[config.mk]
export PLATFORM = sky130hd
export DESIGN_NAME = dtm_timer
export DESIGN_NICKNAME = d
export VERILOG_FILES = /design/src/inc/dtm_pkg.sv /design/src/dtm_prescaler.sv /design/src/dtm_timer.sv
export SDC_FILE = /design/constraint.sdc
export NUM_CORES = 1
export LEC_CHECK = 0
export CAP_MARGIN = 20
export CORE_ASPECT_RATIO = 1.4
export CORE_MARGIN = 3
export CORE_UTILIZATION = 40
export CTS_BUF_LIST = sky130_fd_sc_hd__clkbuf_8
export DETAILED_ROUTE_END_ITERATION = 16
export DONT_BUFFER_PORTS = 1
export GPL_TIMING_DRIVEN = 0
export PLACE_DENSITY = 0.55
export SLEW_MARGIN = 20
export SYNTH_ARGS = -nofsm -noshare
export SYNTH_HDL_FRONTEND = slang
export SYNTH_SLANG_ARGS = --single-unit
[constraint.sdc]
create_clock -name clk -period 4.1 [get_ports clk]
set_input_delay 0.82 -clock clk [delete_from_list [all_inputs] [get_ports clk]]
set_output_delay 0.82 -clock clk [all_outputs]
set_load 0.02 [all_outputs]
[src/inc/dtm_pkg.sv]
// Package of constants for the dual 16/32-bit timer block
// Operation
// - Cascaded, first timer is low word, second timer is high word.
// - Cascaded, second control register ignored; first control and pins used.
// - Cascaded, interrupt goes through second timer flag and enable.
// - Split, each timer runs alone, internal or synced external, never async.
// - First timer resynchronises prescaler output; second timer also has no gate mode.
// - 32-bit timer mode counts each cycle to combined period, reloads zero.
// - Reading low count latches high count into holding register.
// - Write holding then low count; holding moves into high count.
// - 32-bit counter mode counts synced external rising edges to period.
// - Idle stops the timer when stop-in-idle is one, else it runs.
// - Gate mode needs timer on and internal clock; counts while gate high.
// - Second timer ignores gate enable; gated 32-bit clock from first timer.
// - Gate falling edge stops counting, keeps count until software clears.
// - 32-bit period match pulses the ADC trigger from second timer.
// - Prescale 1, 8, 64 or 256 chosen by control bits 5 to 4.
// - In 32-bit mode only the first timer prescaler is used.
// - Prescaler cleared on count write, timer-on clear, or reset.
// - First prescaler is not reset while its timer is off.
// - Writing control leaves the count unchanged.
// - During sleep the timers do not count.
// - Period match or gate fall sets second timer flag, bit 7.
// - 16-bit timer mode counts each cycle to own period, reloads zero.
package dtm_pkg;
    localparam int ADDR_W = 12;
    localparam logic [11:0] OFS_LOW_CNT = 12'h106;
    localparam logic [11:0] OFS_HOLD = 12'h108;
    localparam logic [11:0] OFS_HIGH_CNT = 12'h10a;
    localparam logic [11:0] OFS_LOW_PER = 12'h10c;
    localparam logic [11:0] OFS_HIGH_PER = 12'h10e;
    localparam logic [11:0] OFS_CTL1 = 12'h110;
    localparam logic [11:0] OFS_CTL2 = 12'h112;
    // Interrupt flag/enable register of own choosing
    localparam logic [11:0] OFS_IRQ = 12'h114;
    localparam logic [15:0] RST_PER = 16'hffff;
    localparam logic [15:0] RST_CTL = 16'h0000;
    localparam logic [15:0] RST_CNT = 16'h0000;
    localparam int BIT_ON = 15;
    localparam int BIT_SIDL = 13;
    localparam int BIT_GATE = 6;
    localparam int BIT_PS_HI = 5;
    localparam int BIT_PS_LO = 4;
    localparam int BIT_CASC = 3;
    localparam int BIT_CS = 1;
    localparam logic [15:0] CTL1_MASK = 16'ha07a;
    localparam logic [15:0] CTL2_MASK = 16'ha072;
    // Irq register: flag at bit 7, enable at bit 15
    localparam int BIT_IRQ_FLAG = 7;
    localparam int BIT_IRQ_EN = 15;
    localparam int PS_W = 8;
    localparam logic [7:0] PS_DIV1 = 8'h00;
    localparam logic [7:0] PS_DIV8 = 8'h07;
    localparam logic [7:0] PS_DIV64 = 8'h3f;
    localparam logic [7:0] PS_DIV256 = 8'hff;
    localparam logic [31:0] DATA_ZERO = 32'h0000_0000;
    typedef enum logic [1:0] {DTM_IDLE, DTM_ACK} dtm_bus_e;
endpackage

[src/dtm_prescaler.sv]
// Prescaler for one timer: divides the selected count clock
`timescale 1ns/1ns
`default_nettype none
module dtm_prescaler
    import dtm_pkg::*;
(
    input wire logic clk,
    input wire logic rst,
    input wire logic tick_in,
    input wire logic [1:0] sel,
    input wire logic clr,
    input wire logic sync_out,
    output logic tick_out
);
    logic [PS_W-1:0] cnt_q, cnt_d;
    logic tick_q, tick_d;
    logic [PS_W-1:0] lim;
    logic raw;

    // Terminal count per division setting
    always_comb begin
        case (sel)
            2'd0: lim = PS_DIV1;
            2'd1: lim = PS_DIV8;
            2'd2: lim = PS_DIV64;
            default: lim = PS_DIV256;
        endcase
        raw = tick_in && (cnt_q == lim);
        cnt_d = cnt_q;
        if (clr) begin
            cnt_d = '0;
        end else if (tick_in) begin
            cnt_d = raw ? '0 : cnt_q + 1'b1;
        end
        tick_d = raw;
    end

    // Count register and optional resync stage
    always_ff @(posedge clk) begin
        if (rst) begin
            cnt_q <= '0;
            tick_q <= 1'b0;
        end else begin
            cnt_q <= cnt_d;
            tick_q <= tick_d;
        end
    end

    // First timer uses the resynchronised tick
    assign tick_out = sync_out ? tick_q : raw;
endmodule
`default_nettype wire

[src/dtm_timer.sv]
// Dual 16-bit or cascaded 32-bit timer with Avalon-MM register slave
`timescale 1ns/1ns
`default_nettype none
module dtm_timer
    import dtm_pkg::*;
(
    input wire logic clk,
    input wire logic rst,
    input wire logic [dtm_pkg::ADDR_W-1:0] avs_address,
    input wire logic avs_read,
    input wire logic avs_write,
    input wire logic [31:0] avs_writedata,
    input wire logic [3:0] avs_byteenable,
    output logic [31:0] avs_readdata,
    output logic avs_waitrequest,
    output logic avs_response_err,
    input wire logic ext_clock_gate_pin,
    input wire logic ext_clock_pin2,
    input wire logic cpu_idle,
    input wire logic cpu_sleep,
    output logic irq,
    output logic adc_trigger
);
    import dtm_pkg::*;

    // ****************************************
    // Register state
    // ****************************************
    logic [15:0] cnt1_q, cnt1_d, cnt2_q, cnt2_d;
    logic [15:0] hold_q, hold_d, per1_q, per1_d, per2_q, per2_d;
    logic [15:0] ctl1_q, ctl1_d, ctl2_q, ctl2_d;
    logic flag_q, flag_d, en_q, en_d;
    logic irq_q, irq_d, adc_q, adc_d;
    logic [31:0] rdata_q, rdata_d;
    logic err_q, err_d, wait_q, wait_d;
    dtm_bus_e st_q, st_d;
    logic [1:0] pin1_q, pin1_d;
    logic [2:0] pin2_q, pin2_d;
    logic gate_q, gate_d;

    // ****************************************
    // Decode helpers
    // ****************************************
    function automatic logic hit(input logic [ADDR_W-1:0] a,
                                 input logic [11:0] ofs);
        hit = (a == ofs);
    endfunction

    function automatic logic [15:0] merge(input logic [15:0] old,
                                          input logic [31:0] wd,
                                          input logic [3:0] be);
        merge = {be[1] ? wd[15:8] : old[15:8], be[0] ? wd[7:0] : old[7:0]};
    endfunction

    // ****************************************
    // Bus access strobes
    // ****************************************
    logic acc, wr, rd;
    logic wr_c1, wr_c2, wr_hold, wr_ctl1, wr_ctl2, rd_c1;
    logic [15:0] wval;
    always_comb begin
        acc = (st_q == DTM_IDLE) && (avs_read || avs_write);
        wr = acc && avs_write;
        rd = acc && avs_read;
        wr_c1 = wr && hit(avs_address, OFS_LOW_CNT);
        wr_c2 = wr && hit(avs_address, OFS_HIGH_CNT);
        wr_hold = wr && hit(avs_address, OFS_HOLD);
        wr_ctl1 = wr && hit(avs_address, OFS_CTL1);
        wr_ctl2 = wr && hit(avs_address, OFS_CTL2);
        rd_c1 = rd && hit(avs_address, OFS_LOW_CNT);
        wval = avs_writedata[15:0];
    end

    // ****************************************
    // Mode and clock selection
    // ****************************************
    logic casc, on1, on2, run1, run2, gate_en1, gate_en2;
    logic sync1, sync2, edge1, edge2, gate_fall;
    logic src1, src2, ps_tick1, ps_tick2, inc1, inc2;
    logic clr_ps1, clr_ps2;
    always_comb begin
        casc = ctl1_q[BIT_CASC];
        on1 = ctl1_q[BIT_ON];
        // Second control ignored when cascaded
        on2 = casc ? 1'b0 : ctl2_q[BIT_ON];
        // Sleep halts all counting; idle halts if stop-in-idle set
        run1 = on1 && !cpu_sleep && !(cpu_idle && ctl1_q[BIT_SIDL]);
        run2 = on2 && !cpu_sleep && !(cpu_idle && ctl2_q[BIT_SIDL]);
        sync1 = pin1_q[1];
        sync2 = pin2_q[1];
        edge1 = sync1 && !gate_q;
        edge2 = sync2 && !pin2_q[2];
        gate_en1 = ctl1_q[BIT_GATE] && !ctl1_q[BIT_CS];
        gate_en2 = 1'b0;
        gate_fall = on1 && gate_en1 && gate_q && !sync1;
        // Count source: external sync edge or instruction cycle
        if (ctl1_q[BIT_CS]) begin
            src1 = run1 && edge1;
        end else begin
            src1 = run1 && (!gate_en1 || sync1);
        end
        if (ctl2_q[BIT_CS]) begin
            src2 = run2 && edge2 && !gate_en2;
        end else begin
            src2 = run2;
        end
        clr_ps1 = wr_c1 || wr_c2 || (wr_ctl1 && on1 && !wval[BIT_ON]);
        clr_ps2 = wr_c2 || (wr_ctl2 && ctl2_q[BIT_ON] && !wval[BIT_ON]);
    end

    // Prescaler of first timer, resynchronised; unused when off
    dtm_prescaler u_ps1 (
        .clk(clk),
        .rst(rst),
        .tick_in(src1),
        .sel(ctl1_q[BIT_PS_HI:BIT_PS_LO]),
        .clr(clr_ps1 && on1),
        .sync_out(1'b1),
        .tick_out(ps_tick1)
    );

    // Prescaler of second timer, no resync; idle when cascaded
    dtm_prescaler u_ps2 (
        .clk(clk),
        .rst(rst),
        .tick_in(src2),
        .sel(ctl2_q[BIT_PS_HI:BIT_PS_LO]),
        .clr(clr_ps2),
        .sync_out(1'b0),
        .tick_out(ps_tick2)
    );

    // ****************************************
    // Counters, period match and events
    // ****************************************
    logic match16_1, match16_2, match32;
    always_comb begin
        inc1 = ps_tick1 && run1;
        inc2 = ps_tick2 && run2;
        match16_1 = (cnt1_q == per1_q);
        match16_2 = (cnt2_q == per2_q);
        match32 = match16_1 && match16_2;
        cnt1_d = cnt1_q;
        cnt2_d = cnt2_q;
        if (casc) begin
            if (inc1) begin
                if (match32) begin
                    cnt1_d = RST_CNT;
                    cnt2_d = RST_CNT;
                end else begin
                    cnt1_d = cnt1_q + 16'h0001;
                    cnt2_d = (cnt1_q == 16'hffff) ? cnt2_q + 16'h0001 : cnt2_q;
                end
            end
        end else begin
            if (inc1) begin
                cnt1_d = match16_1 ? RST_CNT : cnt1_q + 16'h0001;
            end
            if (inc2) begin
                cnt2_d = match16_2 ? RST_CNT : cnt2_q + 16'h0001;
            end
        end
        // Software writes win over counting; control write leaves counts
        if (wr_c1) begin
            cnt1_d = merge(cnt1_q, avs_writedata, avs_byteenable);
            if (casc) begin
                cnt2_d = hold_q;
            end
        end
        if (wr_c2) begin
            cnt2_d = merge(cnt2_q, avs_writedata, avs_byteenable);
        end
        // Match event only when cascaded counter actually advances
        adc_d = casc && inc1 && match32;
        gate_d = sync1;
        pin1_d = {pin1_q[0], ext_clock_gate_pin};
        pin2_d = {pin2_q[1:0], ext_clock_pin2};
    end

    // ****************************************
    // Register writes, interrupt flag
    // ****************************************
    logic flag_set;
    always_comb begin
        hold_d = hold_q;
        per1_d = per1_q;
        per2_d = per2_q;
        ctl1_d = ctl1_q;
        ctl2_d = ctl2_q;
        flag_d = flag_q;
        en_d = en_q;
        if (rd_c1) begin
            hold_d = cnt2_q;
        end else if (wr_hold) begin
            hold_d = merge(hold_q, avs_writedata, avs_byteenable);
        end
        if (wr && hit(avs_address, OFS_LOW_PER)) begin
            per1_d = merge(per1_q, avs_writedata, avs_byteenable);
        end
        if (wr && hit(avs_address, OFS_HIGH_PER)) begin
            per2_d = merge(per2_q, avs_writedata, avs_byteenable);
        end
        if (wr_ctl1) begin
            ctl1_d = merge(ctl1_q, avs_writedata, avs_byteenable) & CTL1_MASK;
        end
        if (wr_ctl2) begin
            ctl2_d = merge(ctl2_q, avs_writedata, avs_byteenable) & CTL2_MASK;
        end
        if (wr && hit(avs_address, OFS_IRQ)) begin
            if (avs_byteenable[0]) begin
                flag_d = avs_writedata[BIT_IRQ_FLAG];
            end
            if (avs_byteenable[1]) begin
                en_d = avs_writedata[BIT_IRQ_EN];
            end
        end
        // Second timer flag: 32-bit match, gate fall, or own 16-bit match
        flag_set = (casc && inc1 && match32) || gate_fall
            || (!casc && inc2 && match16_2);
        if (flag_set) begin
            flag_d = 1'b1;
        end
        irq_d = flag_d && en_d;
    end

    // ****************************************
    // Avalon-MM answer: one wait cycle, then data
    // ****************************************
    always_comb begin
        st_d = st_q;
        rdata_d = rdata_q;
        err_d = err_q;
        case (st_q)
            DTM_IDLE: begin
                if (acc) begin
                    st_d = DTM_ACK;
                    err_d = 1'b0;
                    rdata_d = DATA_ZERO;
                    if (hit(avs_address, OFS_LOW_CNT)) begin
                        rdata_d[15:0] = cnt1_q;
                    end else if (hit(avs_address, OFS_HOLD)) begin
                        rdata_d[15:0] = hold_q;
                    end else if (hit(avs_address, OFS_HIGH_CNT)) begin
                        rdata_d[15:0] = cnt2_q;
                    end else if (hit(avs_address, OFS_LOW_PER)) begin
                        rdata_d[15:0] = per1_q;
                    end else if (hit(avs_address, OFS_HIGH_PER)) begin
                        rdata_d[15:0] = per2_q;
                    end else if (hit(avs_address, OFS_CTL1)) begin
                        rdata_d[15:0] = ctl1_q;
                    end else if (hit(avs_address, OFS_CTL2)) begin
                        rdata_d[15:0] = ctl2_q;
                    end else if (hit(avs_address, OFS_IRQ)) begin
                        rdata_d[BIT_IRQ_FLAG] = flag_q;
                        rdata_d[BIT_IRQ_EN] = en_q;
                    end else begin
                        err_d = 1'b1;
                    end
                end
            end
            default: begin
                st_d = DTM_IDLE;
            end
        endcase
        wait_d = (st_d == DTM_IDLE);
    end

    // ****************************************
    // State registers
    // ****************************************
    always_ff @(posedge clk) begin
        if (rst) begin
            cnt1_q <= RST_CNT;
            cnt2_q <= RST_CNT;
            hold_q <= RST_CNT;
            per1_q <= RST_PER;
            per2_q <= RST_PER;
            ctl1_q <= RST_CTL;
            ctl2_q <= RST_CTL;
            flag_q <= 1'b0;
            en_q <= 1'b0;
            irq_q <= 1'b0;
            adc_q <= 1'b0;
            rdata_q <= DATA_ZERO;
            err_q <= 1'b0;
            st_q <= DTM_IDLE;
            wait_q <= 1'b1;
            pin1_q <= 2'b00;
            pin2_q <= 3'b000;
            gate_q <= 1'b0;
        end else begin
            cnt1_q <= cnt1_d;
            cnt2_q <= cnt2_d;
            hold_q <= hold_d;
            per1_q <= per1_d;
            per2_q <= per2_d;
            ctl1_q <= ctl1_d;
            ctl2_q <= ctl2_d;
            flag_q <= flag_d;
            en_q <= en_d;
            irq_q <= irq_d;
            adc_q <= adc_d;
            rdata_q <= rdata_d;
            err_q <= err_d;
            st_q <= st_d;
            wait_q <= wait_d;
            pin1_q <= pin1_d;
            pin2_q <= pin2_d;
            gate_q <= gate_d;
        end
    end

    // Outputs straight from flip-flops
    always_comb begin
        avs_readdata = rdata_q;
        avs_response_err = err_q;
        avs_waitrequest = wait_q;
        irq = irq_q;
        adc_trigger = adc_q;
    end
endmodule
`default_nettype wire

# [Yosys cells after proc, flatten, opt, wreduce, memory -nomap -nowiden]
# Cells that the tools add are included.
[classes] add_sub_neg=4 eq_ne=21 n_mux=53 n_reduce_logical=82
[op_table] op="two-way mux 16 bit" n=23
[op_table] op="== test 12 x 9 -> 1 bit, second input constant" n=8
[op_table] op="case mux 8 bit (3 select lines)" n=2
[op_table] op="logical AND 1 bit" n=42
[op_table] op="adder 16 x 1 -> 16 bit, second input constant" n=2
[op_table] op="== test 16 bit" n=2
[op_table] op="two-way mux 8 bit" n=4
[op_table] op="AND reduction 2 bit" n=13
[op_table] op="two-way mux 1 bit" n=20
[op_table] op="adder 8 x 1 -> 8 bit, second input constant" n=2
[op_table] op="== test 16 bit, second input constant" n=1
[op_table] op="== test 8 bit" n=2
[op_table] op="logical NOT 1 bit" n=10
[op_table] op="logical NOT 2 bit" n=4
[op_table] op="inequality test 2 bit, second input constant" n=4
[op_table] op="nonzero test 2 bit" n=4
[op_table] op="logical OR 1 bit" n=7
[op_table] op="two-way mux 7 bit" n=1
[op_table] op="two-way mux 6 bit" n=1
[op_table] op="== test 2 x 1 -> 1 bit, second input constant" n=2
[op_table] op="== test 2 bit, second input constant" n=2
[op_table] op="two-way mux 2 bit" n=2
[op_table] op="OR reduction 2 bit" n=2
[word_totals] reg_bits=140 in_bits=56

# [Longest topological paths before layout]
# Gate-level depths: netlist (run 1).
[depth] ltp_word=12 ltp_mapped=10 ltp_nobuf=8

# [Cells and area by module]
# A second synthesis (run 1) with hierarchy kept.
[unflattened] hier_cells=1079 area_unflattened_um2=8703.3
[by_module_without_submodules] module="dtm_timer" instances=1 cells_per_inst=971 area_each_um2=7704.9
[by_module_without_submodules] module="dtm_prescaler" instances=2 cells_per_inst=54 area_each_um2=499.2

# [Worst setup path after synthesis (run 1)]
# No wires, ideal clock.
[synth_timing] path_type="input to register" startpoint="input cpu_sleep" endpoint="register cnt2_q[8]" setup_ps=86 t_arrival_ps=2842 required_ps=4014 slack_ps=1172 path_stages=8 path_buffers=1 cell_sequence="or3b_1 > a221oi_4 > nor4b_4 > nand2_2 > buf_2 > o41ai_2 > o211ai_1 > a221oi_2"
[synth_between] elab_chain_len=12
[synth_rtl] element="start, declared" line="dtm_timer.sv:20" source="input wire logic cpu_sleep,"
[synth_rtl] element="logical NOT 1 bit (*)" line="dtm_timer.sv:87, dtm_timer.sv:88"
[synth_rtl] element="logical AND 1 bit (2 in a row)" line="dtm_timer.sv:88" source="run2 = on2 && !cpu_sleep && !(cpu_idle && ctl2_q[BIT_SIDL]);"
[synth_rtl] element="logical AND 1 bit" line="dtm_timer.sv:103" source="src2 = run2 && edge2 && !gate_en2;"
[synth_rtl] element="two-way mux 1 bit" line="dtm_timer.sv:102" source="if (ctl2_q[BIT_CS]) begin"
[synth_rtl] element="logical AND 1 bit" line="dtm_prescaler.sv:28" source="raw = tick_in && (cnt_q == lim);"
[synth_rtl] element="logical AND 1 bit" line="dtm_timer.sv:139" source="inc2 = ps_tick2 && run2;"
[synth_rtl] element="two-way mux 16 bit" line="dtm_timer.sv:159" source="if (inc2) begin"
[synth_rtl] element="two-way mux 16 bit (*)" line="dtm_timer.sv:145" source="if (casc) begin"
[synth_rtl] element="two-way mux 16 bit" line="dtm_timer.sv:166" source="if (casc) begin"
[synth_rtl] element="two-way mux 16 bit (*)" line="dtm_timer.sv:164" source="if (wr_c1) begin"
[synth_rtl] element="two-way mux 16 bit (*)" line="dtm_timer.sv:170" source="if (wr_c2) begin"
[synth_rtl] element="end signal, assigned" line="dtm_timer.sv:293" source="cnt2_q <= cnt2_d;"
[synth_rtl] element="end, declared" line="dtm_timer.sv:29" source="logic [15:0] cnt1_q, cnt1_d, cnt2_q, cnt2_d;"
# Mark *: on every way between the ends. The rest lies on a longest branch, timed or not.
# A chain may end at the register's enable or synchronous reset.

# [Final worst setup path (run 1)]
[layout_timing] startpoint="register cnt2_q[9]" endpoint="register cnt2_q[9]"
[layout_between] elab_chain_len=8
[layout_rtl] element="adder 16 x 1 -> 16 bit or == test 16 bit (tied branches)" line="dtm_timer.sv:152, dtm_timer.sv:160, dtm_timer.sv:141"
[layout_rtl] element="two-way mux 16 bit or logical AND 1 bit (tied branches)" line="dtm_timer.sv:152, dtm_timer.sv:142"
[layout_rtl] element="two-way mux 16 bit" line="dtm_timer.sv:147" source="if (match32) begin"
[layout_rtl] element="two-way mux 16 bit" line="dtm_timer.sv:146" source="if (inc1) begin"
[layout_rtl] element="two-way mux 16 bit (*)" line="dtm_timer.sv:145"
[layout_rtl] element="two-way mux 16 bit" line="dtm_timer.sv:166"
[layout_rtl] element="two-way mux 16 bit (*)" line="dtm_timer.sv:164"
[layout_rtl] element="two-way mux 16 bit (*)" line="dtm_timer.sv:170"
# Marks and branches as above.

==> results of run 1 <==
==> per-stage QoR <==
step / area (sq um) / worst slack (ps)
6_report: 8929 / 524.8
5_1_grt: 8929 / 292.4
4_1_cts: 8922 / 665.9
3_5_place_dp: 8514 / 529.3
3_3_place_gp: 8498 / 3.244
2_1_floorplan: 8183 / 1172
==> worst max-delay path: cells and delay by family, from the launching register on <==
family | cells | cell delay, ps
compound gates | 3 | 1330
xor+xnor | 1 | 180
buf+inv | 1 | 440
flops | 1 | 320
simple gates | 3 | 1150
==> power breakdown <==
group          switching, mW  internal, mW
Clock                  0.672         0.513
Sequential            0.0235          1.38
Combinational          0.126        0.0603
Total                  0.822          1.95
==> logic make-up (layout without fill, tap and decap cells) <==
kind of cell               count (synthesis)  after routing  share of synthesized area [%]
adders and majority gates                  4              4                         0.6162
DFF                                      140            140                          34.50
AOI/OAI and AO/OA                        240            240                          21.29
muxes                                     38             38                          4.683
xor gates and xnor gates                  59             59                          6.362
other                                      1             17                        0.04617
buffers and inverters                    114            147                          6.115
and+or+nand+nor                          427            427                          26.39
==> cells in the final DEF (no fill, tap or decap), types with 10 or more instances in the layout <==
cell	count
dfxtp_1	140
nand2_1	124
nor2_1	99
clkbuf_1	75
a21oi_1	50
xor2_1	44
mux2i_1	38
nand3_1	35
a221oi_1	35
o21ai_0	34
nand3b_1	33
nor3_1	29
a211oi_1	22
nor4_1	21
and3_1	18
a22oi_1	18
conb_1	17
clkbuf_8	17
buf_4	16
nand4_1	15
xnor2_1	15
inv_1	12
nor2b_1	10
==> final cells by class <==
cell class                 count  area, sq um
fill                        2050        10990
multi-input combinational    785         4901
sequential                   140         2803
buffer                       102        451.7
tap                          252        315.3
clock buffer                  17        234.0
clock inverter                15        173.9
inverter                      12        45.04
timing repair buffer           1        5.005
==> state kept, by name (all words and copies together), names as in the netlist, 8 cells and up <==
register and count:
avs_readdata 16, cnt1_q 16, cnt2_q 16, hold_q 16, per1_q 16, per2_q 16, u_ps1.cnt_q 8, u_ps2.cnt_q 8
==> final timing paths <==
kind | startpoint | end | slack, ps | depth (start not counted)
setup / recovery | cnt2_q[9] | cnt2_q[9] | 520 | 8
hold / removal | pin2_q[0] | pin2_q[1] | 440 | 1
setup reg to reg | cnt2_q[9] | cnt2_q[9] | 520 | 8
hold reg to reg | pin2_q[0] | pin2_q[1] | 440 | 1
==> routing by layer <==
metal | vias to the layer above | track usage, % | part of all wire, %
met1 | 3857 | 32.79 | 38
met2 | 356 | 47.66 | 49
met5 | - | 0 | 0
met4 | 0 | 15.83 | 6.0
li1 | 3783 | - | -
met3 | 103 | 4.679 | 6.7
==> metrics.txt, run 1 <==
Final setup viols=0; Final ANT Viol Nets=0; Power, Total=2.771 mW; vias in the first global route=7723; Worst setup EP type=flop; Die Area=0.02208 sq mm; vias per std cell=6.117; average wire per standard cell=23.75 microns; Max Fclk=0.2797 GHz; maximum VDD drop=177.5 uV; crit path launch type=flop; Post-CTS Hold Buffers=0; worst path cell trace=clkbuf_1 -> xor2_1 -> nor4_1 -> nand4_1 -> o31ai_1 -> nor2_1 -> a221oi_1 -> a221oi_1; Post-synth EDFFs=0; Resized cells post-CTS=0; root buf cell=clkbuf_8; Synth top cells by count=dfxtp_1 (140), nand2_1 (124), nor2_1 (99); clk sink count=140; Placed Cells=1292; synthesis-to-finish area growth=9.920%; slowest stage cell, crit path=o31ai_1; GRT Resource Usage Total=27.89%; RSZ-0062 raised after global routing=no; register bit total from synthesis=140; Tightest Pin Transition=989.6 ps; # rows=61; GR Overflow Total=0; hold_ws=442.1 ps; first-pass GRT wire length=46.89 mm; crit share post-route=87.20%; CP Data Arrival Time=3880 ps; core footprint=0.01992 sq mm; Mapped Cells=1023; pin count of the biggest net entering global routing=17; Worst path max stage delay=840 ps; clock-pin slew of the registers on the worst-case setup and hold paths=100 ps; worst min-delay path class=reg2reg; die height=174.6 microns; status=finished, final reports clean; yosys warns=0; minimum clock period=3575 ps; post-synth top area share=34.50%; Worst Path Required=4410 ps; antenna violations before repair=0; Nets=1119; Starting Density=40.78%; Main synth FF type=dfxtp_1; Slew Viols, Final=0; fin util=44.82%; Clock Latency Late Sink=480 ps; Max FO, Critical Path=10; 1st-iter DRT viols=851; final count of hold timing violations=0; sequential fraction of the synthesis area=34.50%; Longest Clk Path Bufs=2; I/O pin cnt=92; max_cap viols=0; antenna fix cells=0; RePlAce Congestion=0.9609; die width=126.4 microns; Clock Skew=18.56 ps; P per Cell Area=310.4 mW/mm^2; Synth area leader=dfxtp_1; routed wire length=31.45 mm; post-synthesis cell type count=70; DRC errors left=0; non-filler instance count after layout=1324; vias=8099; post-DP HPWL=23.70 mm; synth top area cells=dfxtp_1 (35%), nand2_1 (5.7%), xor2_1 (4.7%), mux2i_1 (4.7%), nor2_1 (4.6%); CTS H-tree depth=4; Post CTS Setup Buffer Count=0; CP dominant cell by count=a221oi_1; count leader, synth=dfxtp_1; relative slew slack=33.48%; layout cell share with drive strength beyond 1=6.996%; asr flop ratio synth=0%; Avg Cell Area, Syn=7.940 sq um; Leakage=3.148 nW; TritonCTS buffer count=17; drt pass-1 iters=6; Port Buffers=0; CTS tree=built; setup total negative slack=0 ps; Cell Area, Synth=0.008123 sq mm; Setup CP Type=reg2reg
(Power assumes the default switching activity.)
==> run 2: changes to the inputs <==
Settings changed: GPL_TIMING_DRIVEN 0 to not set.
==> run 2 against run 1 <==
Critical endpoint is now cnt2_q[4]. Design area down 3.2%. Die area unchanged. Critical path type unchanged. Hold slack worse by 16 ps. Routed wire length down 11%. Critical path depth down 1.
==> metrics.txt, run 2 (same netlist as run 1, synthesis figures left out) <==
crit path launch type=flop; setup total negative slack=0 ps; core footprint=0.01992 sq mm; average wire per standard cell=22.37 microns; Resized cells post-CTS=0; commonest non-fill, non-tap cell in the layout=dfxtp_1; vias per std cell=6.173; Leakage=3.051 nW; Max Fclk=0.3053 GHz; drt pass-1 iters=6; CTS tree=built; RePlAce Congestion=0.8681; Slew Viols, Final=0; synthesis-to-finish area growth=6.423%; die height=174.6 microns; RSZ-0062 raised after global routing=no; clk sink count=140; Placed Area=0.008238 sq mm; area of the multi-input gates=0.004895 sq mm; vias=7686; vias in the first global route=7105; post-DP HPWL=20.15 mm; Reg area=0.002803 sq mm; routed wire length=27.85 mm; GR Overflow Total=0; Max FO, Critical Path=6; layout cell share with drive strength beyond 1=7.351%; Tightest Pin Transition=894.8 ps; relative slew slack=39.84%; fin area=0.008645 sq mm; first-pass GRT wire length=43.21 mm; commonest non-fill, non-tap cells in the layout=dfxtp_1 (140), nand2_1 (124), nor2_1 (99); Clock Latency Late Sink=460 ps; final count of hold timing violations=0; Port Buffers=0; P per Cell Area=312.4 mW/mm^2; I/O pin cnt=92; pin count of the biggest net entering global routing=126; Worst Path Required=4430 ps; hold_ws=426.5 ps; CP Data Arrival Time=3610 ps; Worst setup EP type=flop; antenna violations before repair=0; Longest Clk Path Bufs=2; GRT Resource Usage Total=25.11%; Place WS=902.0 ps; # rows=61; 1st-iter DRT viols=802; Post-CTS Hold Buffers=0; crit share post-route=79.88%; root buf cell=clkbuf_8; Power, Total=2.701 mW; clock-pin slew of the registers on the worst-case setup and hold paths=90 ps; TritonCTS buffer count=17; DRC errors left=0; Setup CP Type=reg2reg; Nets=1040; maximum VDD drop=181.2 uV; fin worst setup slack=824.8 ps; CTS H-tree depth=4; status=finished, final reports clean; antenna fix cells=0; Die Area=0.02208 sq mm; Post CTS Setup Buffer Count=0; Starting Density=40.78%; Final setup viols=0; Clock Skew=22.43 ps; die width=126.4 microns; minimum clock period=3275 ps; max_cap viols=0; fillers=2077; worst min-delay path class=in2reg; Final ANT Viol Nets=0
run 2: changes by cell type in the layout (fill, tap and decap cells not counted), moves of 2 or more:
cell        change
buf_4           +8
clkinvlp_4      +2
buf_1           -4
inv_8           -2
buf_2           -7
clkinv_8        -2
clkbuf_1       -75
run 2: worst max-delay path, cell delays in order (launching register included):
cell and delay, ps:
dfxtp_1 460, xor2_1 180, nor4_1 460, nand4_1 350, o31ai_1 860, nor2_1 360, a221oi_1 350, a221oi_1 130
run 2: where the power goes:
part	leakage, nW	switching (mW)	internal, mW
sequential	1.13	0.0266	1.38
clock	0.200	0.615	0.569
combinational	1.72	0.0675	0.0470
run 2: worst paths after layout:
kind,slack (ps),end,from,cells after the start
worst max-delay path,820,cnt2_q[4],cnt1_q[11],7
worst min-delay path,430,pin2_q[0],rst,1
worst max register to register,820,cnt2_q[4],cnt1_q[11],7
worst min register to register,450,pin2_q[1],pin2_q[0],1
run 2: area by class of cell:
| cell class | count | area share [%] |
|---|---|---|
| multi-input combinational | 785 | 56.62 |
| sequential | 140 | 32.42 |
| tap | 252 | 3.647 |
| clock buffer | 18 | 2.866 |
| timing repair buffer | 24 | 2.084 |
| clock inverter | 14 | 1.838 |
| inverter | 12 | 0.5211 |
run 2: stage by stage:
step / std cells / util, %
after global placement: 1213 / 41.35
after floorplan: 1039 / -
after global routing: 1245 / 43.40
after detailed placement: 1213 / 41.35
after CTS: 1245 / 43.40
final: 1245 / 43.40
run 2: layer usage:
metal  wire (microns)  vias up  GRT usage (%)
met5                0        -              0
met2            14300      290          43.60
met4              850        0          8.989
met1            11130     3718          31.40
met3             1569       56          3.853
li1                 -     3622              -
==> run 3: changes to the inputs <==
Settings changed: PLACE_DENSITY 0.55 to 0.57.
Clock period 4.1 ns to 2.9 ns, I/O delays scaled along.
==> run 3 against run 2 <==
Routed wire length rose by 1.7%. Hold slack got worse by 250 ps. Largest power group unchanged. Die area did not move. Sequential power rose by 41%. Utilization rose by 2.0 points. Highest routed layer unchanged. Critical path depth did not move. Power rose by 37%. Design area rose by 4.6%. Final cell count rose by 4.2%. Global-route usage rose by 0.21 points. Combinational power rose by 45%.
==> metrics.txt, run 3 (same netlist as run 1, synthesis figures left out) <==
status=finished, final reports clean; die height=174.6 microns; combinational share of power=4.5%; met2 Use GR=43.04%; hold_ws=173.4 ps; GR Layer Usage met3=3.792%; layout cell share with drive strength beyond 1=12.15%; vias in the first global route=7572; first-pass GRT wire length=43.59 mm; Clock Skew=16.29 ps; drt pass-1 iters=7; commonest non-fill, non-tap cells in the layout=dfxtp_1 (140), nand2_1 (124), nor2_1 (99); Max FO, Critical Path=8; root buf cell=clkbuf_8; Die Area=0.02208 sq mm; CP Data Arrival Time=3050 ps; commonest non-fill, non-tap cell in the layout=dfxtp_1; Setup CP Type=reg2reg; CTS tree=built; relative slew slack=44.18%; GRT busiest layer=met2; sw frac=28.64%; fillers=2001; Post-CTS Hold Buffers=0; post-DP HPWL=20.93 mm; final count of hold timing violations=0; clock share of power=42.2%; Port Buffers=0; worst hold path endpoint=avs_response_err; R2R Setup Slk=190 ps; Hold Path Depth=1; fin area=0.009041 sq mm; crit path launch type=flop; Tightest Pin Transition=834.2 ps; worst reg2reg startpoint=per2_q[5]; CTS H-tree depth=4; worst min-delay path class=in2reg; Worst Path Required=3230 ps; clock-pin slew of the registers on the worst-case setup and hold paths=100 ps; Slew Viols, Final=0; grt met1 use=30.54%; FF-to-FF End=cnt2_q[10]; pin count of the biggest net entering global routing=126; Nets=1092; antenna fix cells=0; Reg area=0.002803 sq mm; reg2reg path depth=7; RSZ-0062 raised after global routing=no; Power, Total=3.713 mW; Worst setup EP type=flop; fin worst setup slack=187.5 ps; Longest Clk Path Bufs=2; vias per std cell=5.989; P_int=2.649 mW; crit share post-route=93.53%; TritonCTS buffer count=17; fin util=45.39%; I/O pin cnt=92; Placed Cells=1265; maximum VDD drop=233.3 uV; Final setup viols=0; share of total power in sequential cells=53.3%; Max Fclk=0.3687 GHz; vias=7768; antenna violations before repair=0; P per Cell Area=410.6 mW/mm^2; GR Overflow Total=0; Final ANT Viol Nets=0; max_cap viols=0; average wire per standard cell=21.85 microns; P_sw=1.063 mW; 1st-iter DRT viols=696; setup total negative slack=0 ps; core footprint=0.01992 sq mm; die width=126.4 microns; Placed Area=0.008653 sq mm; GRT Resource Usage Total=25.32%; minimum clock period=2713 ps; Leakage=3.312 nW; non-filler instance count after layout=1297; RePlAce Congestion=0.9077; Place WS=138.7 ps; routed wire length=28.33 mm; hold wc startpoint=rst; Starting Density=40.78%; area of the multi-input gates=0.004900 sq mm; # rows=61; clk sink count=140; Clock Latency Late Sink=480 ps; synthesis-to-finish area growth=11.31%; DRC errors left=0
run 3: cell count changes in the layout (fill, tap and decap cells not counted):
cell,previous run,this run
buf_4,24,74
buf_12,0,2
bufinv_16,2,0
clkinv_8,0,2
clkinvlp_4,3,1
inv_8,1,3
a2111oi_0,2,1
a2111oi_1,1,2
clkbuf_8,18,17
clkinv_2,0,1
inv_1,13,12
inv_6,4,5
or4_1,5,4
or4_4,0,1
run 3: repair_timing:
item,in CTS,in global routing
resized for setup,0,2
setup endpoints to repair,0,2
setup buffers,0,0
run 3: routing by layer:
layer	part of all wire, %	up-vias
li1	-	3738
met1	40	3715
met2	49	243
met3	5.3	72
met4	5.3	0
met5	0	-
run 3: critical path: stages (launching register included):
cell	delay, ps
dfxtp_1	360
xor2_1	190
nor4_1	420
nand4_1	450
buf_4	320
a21bo_2	190
a2111oi_0	530
a2111oi_1	120
run 3: layout make-up:
| class | instances | share of cell area, % |
|---|---|---|
| Multi-Input combinational cell | 785 | 54.19 |
| Inverter | 12 | 0.4982 |
| Clock inverter | 15 | 1.647 |
| Clock buffer | 17 | 2.588 |
| Tap cell | 252 | 3.487 |
| Timing Repair Buffer | 76 | 6.587 |
| Sequential cell | 140 | 31.00 |
run 3: power by group through the flow:
stage	logic (mW)	registers, mW	clock network (mW)
after global placement	0.164	2.03	0
final	0.167	1.98	1.57
after global routing	0.181	1.98	1.67
after detailed placement	0.165	2.03	0
after floorplan	0.182	2.02	0
after CTS	0.166	1.98	1.59
run 3: worst max-delay path by stage:
stage                               from         end
final                          per2_q[5]  cnt2_q[10]
after global routing           cnt1_q[1]  cnt2_q[10]
after global placement    avs_address[9]  hold_q[13]
after floorplan                cpu_sleep   cnt2_q[8]
after detailed placement  avs_address[9]   hold_q[8]
after CTS                      cnt2_q[1]   cnt1_q[9]
